## src/adc_flag_pkg.sv

```systemverilog
package adc_flag_pkg;

  // ----------------------------------------------------------------
  // register map (byte addresses)
  // ----------------------------------------------------------------
  localparam logic [7:0] CSR_OFFSET       = 8'h00;
  localparam logic [7:0] RESULT_OFFSET    = 8'h04;  // four results, one word apart
  localparam logic [7:0] IRQ_STAT_OFFSET  = 8'h14;
  localparam logic [7:0] IRQ_MASK_OFFSET  = 8'h18;

  // ----------------------------------------------------------------
  // control/status field positions
  // ----------------------------------------------------------------
  localparam int FLAG_BIT  = 7;
  localparam int IE_BIT    = 6;
  localparam int START_BIT = 5;
  localparam int SCAN_BIT  = 4;
  localparam int CHAN_LSB  = 0;
  localparam int CHAN_W    = 4;

  // result data sits left aligned in the low half word
  localparam int RES_W     = 10;
  localparam int RES_LSB   = 6;

  // interrupt status bits
  localparam int EV_END_BIT     = 0;  // conversion end flag was set
  localparam int EV_OVERRUN_BIT = 1;  // end arrived while flag still set
  localparam int EV_W           = 2;

  // reset values
  localparam logic [7:0]      CSR_RESET  = 8'h00;
  localparam logic [EV_W-1:0] MASK_RESET = 2'h0;

  // ----------------------------------------------------------------
  // timing
  // ----------------------------------------------------------------
  localparam int CLK_PERIOD_NS = 20;
  localparam int CONV_TIME_NS  = 13300;
  localparam int CONV_CYCLES   = (CONV_TIME_NS + CLK_PERIOD_NS - 1) / CLK_PERIOD_NS;

  // bus answers
  localparam logic [1:0] RESP_OKAY   = 2'h0;
  localparam logic [1:0] RESP_SLVERR = 2'h2;

  typedef enum logic {SEQ_IDLE, SEQ_CONVERT} seq_state_t;

endpackage

```

## src/reg_access_if.sv

```systemverilog
`timescale 1ns/1ns
// register access strobes between the bus slave and the register file
interface reg_access_if;
  logic        wr_en;
  logic [7:0]  wr_addr;
  logic [31:0] wr_data;
  logic [3:0]  wr_strb;
  logic        wr_err;
  logic        rd_en;
  logic [7:0]  rd_addr;
  logic [31:0] rd_data;
  logic        rd_err;

  modport bus  (output wr_en, wr_addr, wr_data, wr_strb, rd_en, rd_addr,
                input  wr_err, rd_data, rd_err);
  modport regs (input  wr_en, wr_addr, wr_data, wr_strb, rd_en, rd_addr,
                output wr_err, rd_data, rd_err);
endinterface
```

## src/adc_end_flag_control.sv

```systemverilog
// The AXI4-Lite register port and the register addresses were left to the implementer.
`timescale 1ns/1ns
// Notes on behaviour
// - single mode: channel finished sets done flag
// - scan mode: flag set after whole group
// - software clears flag only by write-zero after reading one
// - transfer controller result read clears flag while the done interrupt is raised
// - interrupt enable is bit six, resets zero
// - done interrupt only while enable is one
// - scan bit picks single or scan mode
// - single clears start; scan runs until cleared
module adc_end_flag_control #(
  parameter int CONV_CYCLES = adc_flag_pkg::CONV_CYCLES
) (
  // clock and reset
  input  wire logic        i_mclk,
  input  wire logic        i_rst,
  // axi4-lite slave
  input  wire logic [7:0]  i_awaddr,
  input  wire logic        i_awvalid,
  output logic             o_awready,
  input  wire logic [31:0] i_wdata,
  input  wire logic [3:0]  i_wstrb,
  input  wire logic        i_wvalid,
  output logic             o_wready,
  output logic [1:0]       o_bresp,
  output logic             o_bvalid,
  input  wire logic        i_bready,
  input  wire logic [7:0]  i_araddr,
  input  wire logic        i_arvalid,
  output logic             o_arready,
  output logic [31:0]      o_rdata,
  output logic [1:0]       o_rresp,
  output logic             o_rvalid,
  input  wire logic        i_rready,
  // analog front end
  input  wire logic [9:0]  i_adc_data,
  output logic [3:0]       o_adc_chan,
  // data transfer controller
  input  wire logic        i_dtc_result_read,
  // interrupts
  output logic             o_conversion_done_irq,
  output logic             o_irq
);

  // ----------------------------------------------------------------
  // state
  // ----------------------------------------------------------------
  logic                       conversion_done_flag, next_conversion_done_flag;
  logic                       done_irq_enable, next_done_irq_enable;
  logic                       conversion_start_bit, next_conversion_start_bit;
  logic                       scan_mode, next_scan_mode;
  logic [3:0]                 chan, next_chan;
  logic                       flag_read_seen, next_flag_read_seen;
  logic [adc_flag_pkg::EV_W-1:0] ev_stat, next_ev_stat;
  logic [adc_flag_pkg::EV_W-1:0] ev_mask, next_ev_mask;
  logic                       done_irq, next_done_irq;
  logic                       irq, next_irq;
  logic [3:0]                 adc_chan, next_adc_chan;
  logic [9:0]                 data_meta, data_sync;
  logic [9:0]                 result [4];
  logic                       ch_done, all_done, busy;
  logic [1:0]                 slot;
  logic                       csr_wr, csr_rd, sw_clear, dtc_clear;
  logic [7:0]                 csr_val;

  reg_access_if rif ();

  // ----------------------------------------------------------------
  // submodules
  // ----------------------------------------------------------------
  axil_reg_slave u_bus (
    .i_mclk    (i_mclk),
    .i_rst     (i_rst),
    .i_awaddr  (i_awaddr),
    .i_awvalid (i_awvalid),
    .o_awready (o_awready),
    .i_wdata   (i_wdata),
    .i_wstrb   (i_wstrb),
    .i_wvalid  (i_wvalid),
    .o_wready  (o_wready),
    .o_bresp   (o_bresp),
    .o_bvalid  (o_bvalid),
    .i_bready  (i_bready),
    .i_araddr  (i_araddr),
    .i_arvalid (i_arvalid),
    .o_arready (o_arready),
    .o_rdata   (o_rdata),
    .o_rresp   (o_rresp),
    .o_rvalid  (o_rvalid),
    .i_rready  (i_rready),
    .rif       (rif.bus)
  );

  conv_sequencer #(.CONV_CYCLES(CONV_CYCLES)) u_seq (
    .i_mclk     (i_mclk),
    .i_rst      (i_rst),
    .i_start    (conversion_start_bit),
    .i_scan     (scan_mode),
    .i_chan     (chan),
    .o_ch_done  (ch_done),
    .o_all_done (all_done),
    .o_slot     (slot),
    .o_busy     (busy)
  );

  // ----------------------------------------------------------------
  // register decode
  // ----------------------------------------------------------------
  assign csr_val = {conversion_done_flag, done_irq_enable, conversion_start_bit,
                    scan_mode, chan};
  assign csr_wr  = rif.wr_en && rif.wr_addr == adc_flag_pkg::CSR_OFFSET && rif.wr_strb[0];
  assign csr_rd  = rif.rd_en && rif.rd_addr == adc_flag_pkg::CSR_OFFSET;

  // only a zero written after the one was seen counts as a clear
  assign sw_clear  = csr_wr && !rif.wr_data[adc_flag_pkg::FLAG_BIT]
                     && flag_read_seen;
  // the transfer controller only runs on the request, so gate by it
  assign dtc_clear = i_dtc_result_read && done_irq;

  // read mux; unmapped addresses answer with an error and zero data
  always_comb begin
    rif.rd_data = 32'h00000000;
    rif.rd_err  = 1'b0;
    unique case (rif.rd_addr)
      adc_flag_pkg::CSR_OFFSET:      rif.rd_data = {24'h000000, csr_val};
      adc_flag_pkg::IRQ_STAT_OFFSET: rif.rd_data = {30'h00000000, ev_stat};
      adc_flag_pkg::IRQ_MASK_OFFSET: rif.rd_data = {30'h00000000, ev_mask};
      8'h04, 8'h08, 8'h0C, 8'h10: begin
        rif.rd_data = {16'h0000, result[rif.rd_addr[3:2] - 2'h1], 6'h00};
      end
      default: rif.rd_err = 1'b1;
    endcase
  end

  always_comb begin
    unique case (rif.wr_addr)
      adc_flag_pkg::CSR_OFFSET, adc_flag_pkg::IRQ_STAT_OFFSET,
      adc_flag_pkg::IRQ_MASK_OFFSET, 8'h04, 8'h08, 8'h0C, 8'h10: rif.wr_err = 1'b0;
      default:                                                     rif.wr_err = 1'b1;
    endcase
  end

  // ----------------------------------------------------------------
  // control/status next state
  // ----------------------------------------------------------------
  always_comb begin
    next_conversion_done_flag = conversion_done_flag;
    next_done_irq_enable      = done_irq_enable;
    next_conversion_start_bit = conversion_start_bit;
    next_scan_mode            = scan_mode;
    next_chan                 = chan;
    next_flag_read_seen       = flag_read_seen;
    next_ev_stat              = ev_stat;
    next_ev_mask              = ev_mask;
    // the read half of the clear sequence
    if (csr_rd && conversion_done_flag) begin
      next_flag_read_seen = 1'b1;
    end
    if (csr_wr) begin
      next_done_irq_enable      = rif.wr_data[adc_flag_pkg::IE_BIT];
      next_conversion_start_bit = rif.wr_data[adc_flag_pkg::START_BIT];
      next_scan_mode            = rif.wr_data[adc_flag_pkg::SCAN_BIT];
      next_chan                 = rif.wr_data[adc_flag_pkg::CHAN_LSB +: adc_flag_pkg::CHAN_W];
      next_flag_read_seen       = 1'b0;
    end else if (all_done && !scan_mode) begin
      next_conversion_start_bit = 1'b0;
    end
    if (sw_clear || dtc_clear) begin
      next_conversion_done_flag = 1'b0;
      next_flag_read_seen       = 1'b0;
    end
    // a completion in the same cycle as a clear wins
    if (all_done) begin
      next_conversion_done_flag = 1'b1;
      next_flag_read_seen       = 1'b0;
      next_ev_stat[adc_flag_pkg::EV_END_BIT] = 1'b1;
      if (conversion_done_flag && !(sw_clear || dtc_clear)) begin
        next_ev_stat[adc_flag_pkg::EV_OVERRUN_BIT] = 1'b1;
      end
    end
    // write one to clear; an event in the same cycle is kept
    if (rif.wr_en && rif.wr_addr == adc_flag_pkg::IRQ_STAT_OFFSET && rif.wr_strb[0]) begin
      next_ev_stat = ev_stat & ~rif.wr_data[adc_flag_pkg::EV_W-1:0];
      if (all_done) begin
        next_ev_stat[adc_flag_pkg::EV_END_BIT] = 1'b1;
      end
      if (all_done && conversion_done_flag && !(sw_clear || dtc_clear)) begin
        next_ev_stat[adc_flag_pkg::EV_OVERRUN_BIT] = 1'b1;
      end
    end
    if (rif.wr_en && rif.wr_addr == adc_flag_pkg::IRQ_MASK_OFFSET && rif.wr_strb[0]) begin
      next_ev_mask = rif.wr_data[adc_flag_pkg::EV_W-1:0];
    end
  end

  // done and status outputs are registered copies of the next state, so they never lag it; in scan, o_adc_chan registers the current slot, one clock behind
  assign next_done_irq = next_conversion_done_flag && next_done_irq_enable;
  assign next_irq      = |(next_ev_stat & next_ev_mask);
  assign next_adc_chan = next_scan_mode ? {next_chan[3:2], slot} : next_chan;

  always_ff @(posedge i_mclk or posedge i_rst) begin
    if (i_rst) begin
      conversion_done_flag <= adc_flag_pkg::CSR_RESET[adc_flag_pkg::FLAG_BIT];
      done_irq_enable      <= adc_flag_pkg::CSR_RESET[adc_flag_pkg::IE_BIT];
      conversion_start_bit <= adc_flag_pkg::CSR_RESET[adc_flag_pkg::START_BIT];
      scan_mode            <= adc_flag_pkg::CSR_RESET[adc_flag_pkg::SCAN_BIT];
      chan                 <= adc_flag_pkg::CSR_RESET[3:0];
      flag_read_seen       <= 1'b0;
      ev_stat              <= '0;
      ev_mask              <= adc_flag_pkg::MASK_RESET;
      done_irq             <= 1'b0;
      irq                  <= 1'b0;
      adc_chan             <= 4'h0;
    end else begin
      conversion_done_flag <= next_conversion_done_flag;
      done_irq_enable      <= next_done_irq_enable;
      conversion_start_bit <= next_conversion_start_bit;
      scan_mode            <= next_scan_mode;
      chan                 <= next_chan;
      flag_read_seen       <= next_flag_read_seen;
      ev_stat              <= next_ev_stat;
      ev_mask              <= next_ev_mask;
      done_irq             <= next_done_irq;
      irq                  <= next_irq;
      adc_chan             <= next_adc_chan;
    end
  end

  assign o_conversion_done_irq = done_irq;
  assign o_irq                 = irq;
  assign o_adc_chan            = adc_chan;

  // ----------------------------------------------------------------
  // result capture
  // ----------------------------------------------------------------
  // converter output is outside this clock, so two flops before use
  always_ff @(posedge i_mclk or posedge i_rst) begin
    if (i_rst) begin
      data_meta <= 10'h000;
      data_sync <= 10'h000;
    end else begin
      data_meta <= i_adc_data;
      data_sync <= data_meta;
    end
  end

  for (genvar g = 0; g < 4; g++) begin : g_result
    always_ff @(posedge i_mclk or posedge i_rst) begin
      if (i_rst) begin
        result[g] <= 10'h000;
      end else if (ch_done && slot == 2'(g)) begin
        result[g] <= data_sync;
      end
    end
  end
endmodule

```

## src/axil_reg_slave.sv

```systemverilog
`timescale 1ns/1ns
module axil_reg_slave (
  // clock and reset
  input  wire logic        i_mclk,
  input  wire logic        i_rst,
  // axi4-lite write
  input  wire logic [7:0]  i_awaddr,
  input  wire logic        i_awvalid,
  output logic             o_awready,
  input  wire logic [31:0] i_wdata,
  input  wire logic [3:0]  i_wstrb,
  input  wire logic        i_wvalid,
  output logic             o_wready,
  output logic [1:0]       o_bresp,
  output logic             o_bvalid,
  input  wire logic        i_bready,
  // axi4-lite read
  input  wire logic [7:0]  i_araddr,
  input  wire logic        i_arvalid,
  output logic             o_arready,
  output logic [31:0]      o_rdata,
  output logic [1:0]       o_rresp,
  output logic             o_rvalid,
  input  wire logic        i_rready,
  // register side
  reg_access_if.bus        rif
);

  // ----------------------------------------------------------------
  // write and read channel state
  // ----------------------------------------------------------------
  logic        aw_held, next_aw_held;
  logic        w_held, next_w_held;
  logic [7:0]  awaddr, next_awaddr;
  logic [31:0] wdata, next_wdata;
  logic [3:0]  wstrb, next_wstrb;
  logic        bvalid, next_bvalid;
  logic [1:0]  bresp, next_bresp;
  logic        rvalid, next_rvalid;
  logic        awready, next_awready;
  logic        wready, next_wready;
  logic        arready, next_arready;
  logic [31:0] rdata, next_rdata;
  logic [1:0]  rresp, next_rresp;

  // address and data are taken in either order; no new one until b is taken
  always_comb begin
    next_aw_held = aw_held;
    next_w_held  = w_held;
    next_awaddr  = awaddr;
    next_wdata   = wdata;
    next_wstrb   = wstrb;
    next_bvalid  = bvalid;
    next_bresp   = bresp;
    if (i_awvalid && o_awready) begin
      next_aw_held = 1'b1;
      next_awaddr  = i_awaddr;
    end
    if (i_wvalid && o_wready) begin
      next_w_held = 1'b1;
      next_wdata  = i_wdata;
      next_wstrb  = i_wstrb;
    end
    if (rif.wr_en) begin
      next_aw_held = 1'b0;
      next_w_held  = 1'b0;
      next_bvalid  = 1'b1;
      next_bresp   = rif.wr_err ? adc_flag_pkg::RESP_SLVERR : adc_flag_pkg::RESP_OKAY;
    end else if (bvalid && i_bready) begin
      next_bvalid = 1'b0;
    end
  end

  // readies are registered copies of their next values, so the top's outputs come from flops
  assign next_awready = !next_aw_held && !next_bvalid;
  assign next_wready  = !next_w_held && !next_bvalid;
  assign next_arready = !next_rvalid;

  // the write fires one edge after both halves are held
  assign rif.wr_en   = aw_held && w_held && !bvalid;
  assign rif.wr_addr = awaddr;
  assign rif.wr_data = wdata;
  assign rif.wr_strb = wstrb;

  // reads are answered on the same edge that takes the address
  always_comb begin
    next_rvalid = rvalid;
    next_rdata  = rdata;
    next_rresp  = rresp;
    if (rif.rd_en) begin
      next_rvalid = 1'b1;
      next_rdata  = rif.rd_data;
      next_rresp  = rif.rd_err ? adc_flag_pkg::RESP_SLVERR : adc_flag_pkg::RESP_OKAY;
    end else if (rvalid && i_rready) begin
      next_rvalid = 1'b0;
    end
  end

  assign rif.rd_en   = i_arvalid && o_arready;
  assign rif.rd_addr = i_araddr;

  always_ff @(posedge i_mclk or posedge i_rst) begin
    if (i_rst) begin
      aw_held <= 1'b0;
      w_held  <= 1'b0;
      awaddr  <= 8'h00;
      wdata   <= 32'h00000000;
      wstrb   <= 4'h0;
      bvalid  <= 1'b0;
      bresp   <= 2'h0;
      rvalid  <= 1'b0;
      rdata   <= 32'h00000000;
      rresp   <= 2'h0;
      awready <= 1'b1;
      wready  <= 1'b1;
      arready <= 1'b1;
    end else begin
      aw_held <= next_aw_held;
      w_held  <= next_w_held;
      awaddr  <= next_awaddr;
      wdata   <= next_wdata;
      wstrb   <= next_wstrb;
      bvalid  <= next_bvalid;
      bresp   <= next_bresp;
      rvalid  <= next_rvalid;
      rdata   <= next_rdata;
      rresp   <= next_rresp;
      awready <= next_awready;
      wready  <= next_wready;
      arready <= next_arready;
    end
  end

  assign o_awready = awready;
  assign o_wready  = wready;
  assign o_bvalid  = bvalid;
  assign o_bresp   = bresp;
  assign o_arready = arready;
  assign o_rvalid  = rvalid;
  assign o_rdata   = rdata;
  assign o_rresp   = rresp;

endmodule

```

## src/conv_sequencer.sv

```systemverilog
`timescale 1ns/1ns
module conv_sequencer #(
  parameter int CONV_CYCLES = adc_flag_pkg::CONV_CYCLES
) (
  // clock and reset
  input  wire logic       i_mclk,
  input  wire logic       i_rst,
  // control
  input  wire logic       i_start,
  input  wire logic       i_scan,
  input  wire logic [3:0] i_chan,
  // progress
  output logic            o_ch_done,
  output logic            o_all_done,
  output logic [1:0]      o_slot,
  output logic            o_busy
);

  localparam int CNT_W = $clog2(CONV_CYCLES + 1);
  localparam logic [CNT_W-1:0] LAST = CNT_W'(CONV_CYCLES - 1);

  adc_flag_pkg::seq_state_t state, next_state;
  logic [CNT_W-1:0]         cnt, next_cnt;
  logic [1:0]               slot, next_slot;

  // one conversion per slot; scan walks slots 0..chan[1:0] and wraps
  always_comb begin
    next_state = state;
    next_cnt   = cnt;
    next_slot  = slot;
    o_ch_done  = 1'b0;
    o_all_done = 1'b0;
    unique case (state)
      adc_flag_pkg::SEQ_IDLE: begin
        if (i_start) begin
          next_state = adc_flag_pkg::SEQ_CONVERT;
          next_cnt   = '0;
          next_slot  = i_scan ? 2'h0 : i_chan[1:0];
        end
      end
      adc_flag_pkg::SEQ_CONVERT: begin
        if (!i_start) begin
          // clearing start abandons the conversion in flight
          next_state = adc_flag_pkg::SEQ_IDLE;
        end else if (cnt == LAST) begin
          o_ch_done = 1'b1;
          next_cnt  = '0;
          if (!i_scan) begin
            o_all_done = 1'b1;
            next_state = adc_flag_pkg::SEQ_IDLE;
          end else if (slot == i_chan[1:0]) begin
            o_all_done = 1'b1;
            next_slot  = 2'h0;
          end else begin
            next_slot = slot + 2'h1;
          end
        end else begin
          next_cnt = cnt + CNT_W'(1);
        end
      end
    endcase
  end

  always_ff @(posedge i_mclk or posedge i_rst) begin
    if (i_rst) begin
      state <= adc_flag_pkg::SEQ_IDLE;
      cnt   <= '0;
      slot  <= 2'h0;
    end else begin
      state <= next_state;
      cnt   <= next_cnt;
      slot  <= next_slot;
    end
  end

  assign o_slot = slot;
  assign o_busy = (state == adc_flag_pkg::SEQ_CONVERT);
endmodule

```

## config.mk

```make
export PLATFORM = sky130hd
export DESIGN_NAME = adc_end_flag_control
export DESIGN_NICKNAME = d
export VERILOG_FILES = /design/src/adc_flag_pkg.sv /design/src/reg_access_if.sv /design/src/adc_end_flag_control.sv /design/src/axil_reg_slave.sv /design/src/conv_sequencer.sv
export SDC_FILE = /design/constraint.sdc
export NUM_CORES = 1
export LEC_CHECK = 0
export BUFFER_PORTS_ARGS = -buffer_cell sky130_fd_sc_hd__buf_2
export CAP_MARGIN = 20
export CELL_PAD_IN_SITES_DETAIL_PLACEMENT = 0
export CELL_PAD_IN_SITES_GLOBAL_PLACEMENT = 1
export CORE_ASPECT_RATIO = 1.1
export CORE_MARGIN = 5
export CORE_UTILIZATION = 40
export CTS_CLUSTER_DIAMETER = 30
export DETAILED_ROUTE_END_ITERATION = 10
export PLACE_DENSITY = 0.73
export SLEW_MARGIN = 10
export SYNTH_ARGS = -nofsm -noshare
export SYNTH_HDL_FRONTEND = slang
export SYNTH_SLANG_ARGS = --single-unit
```

## constraint.sdc

```tcl
create_clock -name i_mclk -period 3.5 [get_ports i_mclk]
set_input_delay 0.35 -clock i_mclk [delete_from_list [all_inputs] [get_ports i_mclk]]
set_output_delay 0.35 -clock i_mclk [all_outputs]
set_load 0.005 [all_outputs]
```

### Word-level counts from Yosys, hierarchy flattened

Index checks and enable logic that the tools add are counted.

| cells by class | value |
|---|---|
| equal/unequal tests | 21 |
| magnitude comparators | 1 |
| bitwise operators | 5 |
| $add $sub $neg | 3 |
| muxes and demuxes | 56 |
| reductions and logical operators | 49 |

Operator list:

| cell | count |
|---|---|
| 16-bit one-hot mux with 4 select lines | 1 |
| 10-bit 2-to-1 mux | 5 |
| 8-bit by 5-bit == test with 1-bit output, second input constant | 6 |
| 1-bit 2-to-1 mux | 33 |
| 8-bit by 4-bit == test with 1-bit output, second input constant | 4 |
| 1-bit logical AND | 29 |
| 2-bit 2-to-1 mux | 12 |
| 10-bit binary-select mux with 2-bit select | 1 |
| 10-bit one-hot mux with 2 select lines | 1 |
| 8-bit by 3-bit == test with 1-bit output, second input constant | 2 |
| 8-bit logical NOT | 2 |
| 7-bit OR reduction | 2 |
| 10-bit by 1-bit adder with 10-bit output, second input constant | 1 |
| 10-bit == test, second input constant | 1 |
| 1-bit logical NOT | 8 |
| 2-bit inequality test, second input constant | 4 |
| 2-bit AND | 2 |
| 2-bit == test, second input constant | 2 |
| 4-bit 2-to-1 mux | 1 |
| 2-bit one-hot mux with 2 select lines | 1 |
| 4-bit AND reduction | 1 |
| 4-bit nonzero test | 1 |
| 4-bit OR reduction | 1 |
| 3-bit greater-or-equal comparator, second input constant | 1 |
| other kinds (13) | 13 |

| word-level totals | value |
|---|---|
| output and inout port bits | 47 |
| flip-flop bits (word level) | 152 |
| logic and storage cells | 168 |
| input bits | 70 |

### Logic depth before layout (Yosys ltp)

| depth | value |
|---|---|
| word-level depth | 14 |
| mapped depth | 7 |

### By module

From an unflattened synthesis, not the netlist that was laid out.

| second synthesis, totals | value |
|---|---|
| cells, all modules | 505 |
| area, all modules | 7517.2 sq um |

Modules (own cells, without submodules):

| module | area each (sq um) | sequential area each (sq um) | instances | cells an instance |
|---|---|---|---|---|
| axil_reg_slave | 3397.0 | 2130.8 | 1 | 197 |
| adc_end_flag_control | 3306.9 | 1926.8 | 1 | 222 |
| conv_sequencer | 813.3 | 325.3 | 1 | 86 |

### Least setup slack after synthesis

No wires, ideal clock.

| timing | value |
|---|---|
| path type | input-to-reg |
| start point | in i_araddr[2] |
| end point | reg u_bus.rdata[6] (netlist: u_bus.o_rdata[6]) |
| path slack | 1.324 ns |
| cell stages on the path | 7 |
| data arrival time | 2.028 ns |
| path through | buf_2 > inv_1 > ha_1 > buf_2 > mux4_2 > a221oi_1 > o31ai_1 |

| between the ends | value |
|---|---|
| longest elaborated chain between the ends | 6 |
| elaborated cells between the ends (all ways) | 14 |

RTL lines:

| element | RTL line | RTL |
|---|---|---|
| start: declaration | adc_end_flag_control.sv:29 | `input wire logic [7:0] i_araddr,` |
| 2-bit by 1-bit subtractor with 2-bit output | adc_end_flag_control.sv:130 | `rif.rd_data = {16'h0000, result[rif.rd_addr[3:2] - 2'h1], 6'h00};` |
| 2-bit NOT with 3-bit output (implied by the code) | adc_end_flag_control.sv:130 |  |
| 10-bit binary-select mux with 2-bit select | adc_end_flag_control.sv:130 |  |
| 10-bit 2-to-1 mux (implied by the code) (2 in a row) | adc_end_flag_control.sv:130 |  |
| 16-bit one-hot mux with 4 select lines * | adc_end_flag_control.sv:125 | `unique case (rif.rd_addr)` |
| end signal: assignment | axil_reg_slave.sv:126 | `rdata <= next_rdata;` |
| end: declaration | axil_reg_slave.sv:43 | `logic [31:0] rdata, next_rdata;` |

Every way passes the cells marked *; elsewhere a longest branch is shown, timed or not. The select of a mux whose other input is x is not followed.
A chain may end at the register's enable or synchronous reset.

### Worst setup path in the final report

Ends and elaborated chain as after synthesis.

==> summary.md <==
| Metric | Value |
|---|---|
| DR iter-0 viols | `129` |
| Final-report setup violation count | `0` |
| H-tree lvl count | `4` |
| CTS tree | `done` |
| Mapped Avg Cell Area | `13.0 um2` |
| Ys async rst share | `100%` |
| Num ports | `117` |
| R2R cell count | `7` |
| Synth Instances | `between 400 and 500` |
| Die area | `between 15000 and 20000 um2` |
| Post-placement cell area | `6180 um2` |
| Reg2reg setup slack | `1.47 ns` |
| First-pass GRT wire length | `18100 um` |
| Power per cell area | `627 nW/um2` |
| Overall routing resource usage | `14.2%` |
| Final period utilization | `58.0%` |
| Initial Utilization | `41.0%` |
| N_diodes | `0` |
| Fin. max-slew vios | `0` |
| Count of final hold-check violations | `0` |
| Setup crit end kind | `flop` |
| Area growth, synth to finish | `20.2%` |
| Fin area | `6820 um2` |
| Routed Antenna Nets | `0` |
| Tmin final | `2.03 ns` |
| Die width | `between 100 and 150 um` |
| Pleak | `3.43 nW` |
| Sequential share of the synthesized area | `58.3%` |
| Post-synth top cells | `129 x dfrtp_1, 55 x mux2_2, 45 x nand2_1` |
| Top FF cell, synth | `dfrtp_1` |
| Largest net degree at the start of global routing | `133` |
| Hold Path Class | `in -> reg` |
| Hold_sp | `i_adc_data[5]` |
| Top cell type's share of synthesized area | `56.9%` |
| Fraction of layout instances using a drive strength above 1 | `35.5%` |
| DPL Wire Length | `about 7500 um` |
| Yosys reg bits | `132` |
| Core area | `13900 um2` |
| Most common cell in the netlist | `dfrtp_1` |
| RSZ-0062 raised after global routing | `false` |
| Status | `finished, final reports clean` |
| Vias per inst | `4.81` |
| Post-route DRC | `0` |
| Fmax | `492 MHz` |
| Hold path depth | `1` |
| Synth warnings | `0` |
| CP max FO | `13` |
| Max Root-Sink Buffers | `2` |
| TritonRoute pass-1 iters | `6` |
| Number of synthesized flops with an enable pin | `0` |
| Clk Latency, worst-skew pair | `0.41 ns` |
| Post-cts hold buffer count | `0` |
| Root Buffer | `clkbuf_16` |
| Worst slack, placed | `1.01 ns` |
| Routed wire length | `between 10000 and 15000 um` |
| Gr ovfl total | `0` |
| CTS resizes | `0` |
| Synth top area cells | `dfrtp_1 57%, mux2_2 11%, mux4_2 4.0%, nand2_1 3.0%, buf_4 2.6%` |
| Slew headroom | `between 40% and 50%` |
| Dominant cell type by area after synthesis | `dfrtp_1` |
| Wirelength per Cell | `14.9 um` |
| Post-CTS setup buffer count | `0` |
| CTS sink count | `132` |
| Reg clk slew, reported paths | `0.05 ns` |
| Arr. time, crit path | `about 2.3 ns` |
| Number of cell rows | `45` |
| WS Path Type | `in -> reg` |
| Skew final | `0.00972 ns` |
| Total number of vias | `3457` |
| Filler cells | `approximately 1.3k` |
| Max Cap Viol | `0` |
| Num CTS Buffers | `17` |
| Library cells used by synthesis | `58` |
| Final Wtd Congestion | `0.762` |
| WHS Endpoint | `data_meta[5]` |
| Post-Syn Area | `between 5000 and 6000 um2` |
| R2r startpoint | `u_seq.cnt[0]` |
| TNS Setup | `0 ns` |
| Port Buffers | `71` |
| Initial antenna violation count | `1` |
| Required time of the worst setup path | `3.75 ns` |
| VDD IR max | `250 uV` |
| Final setup margin | `1.47 ns` |
| Slew @ Worst Pin | `0.839 ns` |
| Nets | `~600` |
| RR Endpoint | `result[35]` |
| Vias in the first global route | `3607` |
| Startpoint Class | `input pin` |
| Chip Height | `135 um` |
==> worst max-delay path by stage <==
stage | from | endpoint | slack (ns)
6_report | i_araddr[2] | u_bus.o_rdata[6] | 1.47
5_1_grt | i_araddr[2] | u_bus.o_rdata[13] | 1.28
4_1_cts | i_araddr[2] | u_bus.o_rdata[6] | 1.45
2_1_floorplan | i_araddr[2] | u_bus.o_rdata[6] | 1.32
3_3_place_gp | i_araddr[2] | u_bus.o_rdata[6] | 1.06
3_5_place_dp | i_araddr[2] | u_bus.o_rdata[6] | 1.01
==> cell usage in the layout (no fill, tap or decap), types with 5 or more instances in the layout <==
master       n
a22o_1       7
buf_2       71
clkbuf_16   17
conb_1      18
dfrtp_1    129
ha_1        10
inv_1       22
mux2_2      55
mux4_2      10
nand2_1     45
nand3_1      5
nor2_1      18
nor2b_1      6
nor3_1       5
o21ai_0     14
xor2_1       7
==> sequential cells by signal, indices dropped and copies added (netlist names), 2 cells and up <==
name and cells:
u_seq.o_slot 2, result 40, u_bus.rif.wr_addr 8, u_bus.rif.wr_data 8, ev_stat 2, o_adc_chan 4
ev_mask 2, chan 2, u_seq.cnt 10, u_bus.o_rdata 16, data_sync 10, data_meta 10
==> cell type report <==
cell class	instances	area, um2	area share (%)
clock buffer	23	488	7.16
clock inverter	9	149	2.18
inverter	23	90.1	1.32
multi-input combinational	269	2160	31.6
sequential	132	3310	48.5
tap	188	235	3.45
timing repair buffer	74	390	5.73
==> where the power goes <==
group / internal (mW) / switching [mW] / total (mW) / leakage, nW
clock network: 1.26 / 0.613 / 1.88 / 0.317
registers: 1.73 / 0.163 / 1.89 / 1.72
logic: 0.252 / 0.250 / 0.503 / 1.40
total: 3.25 / 1.03 / 4.27 / 3.43
==> critical path, stage by stage <==
cell	delay, ns
buf_2	0.33
inv_1	0.11
ha_1	0.34
buf_4	0.22
mux4_2	0.54
a221oi_1	0.28
o31ai_1	0.10
==> stage by stage <==
stage	utilization [%]	cells	hold slack [ns]	power (mW)
2_1_floorplan	-	452	0.331	2.27
3_3_place_gp	44.6	686	0.332	2.41
3_5_place_dp	44.6	686	0.335	2.43
4_1_cts	49.2	718	0.0140	4.34
5_1_grt	49.2	718	0.0146	4.48
6_report	49.2	718	0.0445	4.27
==> cells by family (layout without fill, tap and decap cells) <==
kind of cell | after synthesis | in the layout | synth area share (%)
AND/OR/NAND/NOR | 109 | 109 | 10.3
multiplexers | 72 | 72 | 16.2
XOR/XNOR | 11 | 11 | 1.70
AO/OA/AOI/OAI | 49 | 49 | 6.48
buffers and inverters | 51 | 129 | 4.81
adder cells (fa/ha/maj) | 10 | 10 | 2.21
other | 1 | 18 | 0.0661
flip-flops | 132 | 132 | 58.3
==> routing by layer <==
layer	global-route usage, %	vias up	routed length, um
met5	0	-	9
met4	6.28	2	199
met3	4.48	15	535
met2	22.3	74	5310
met1	18.0	1725	4680
li1	-	1641	-
Note: power is estimated with default switching activity, not from simulation.
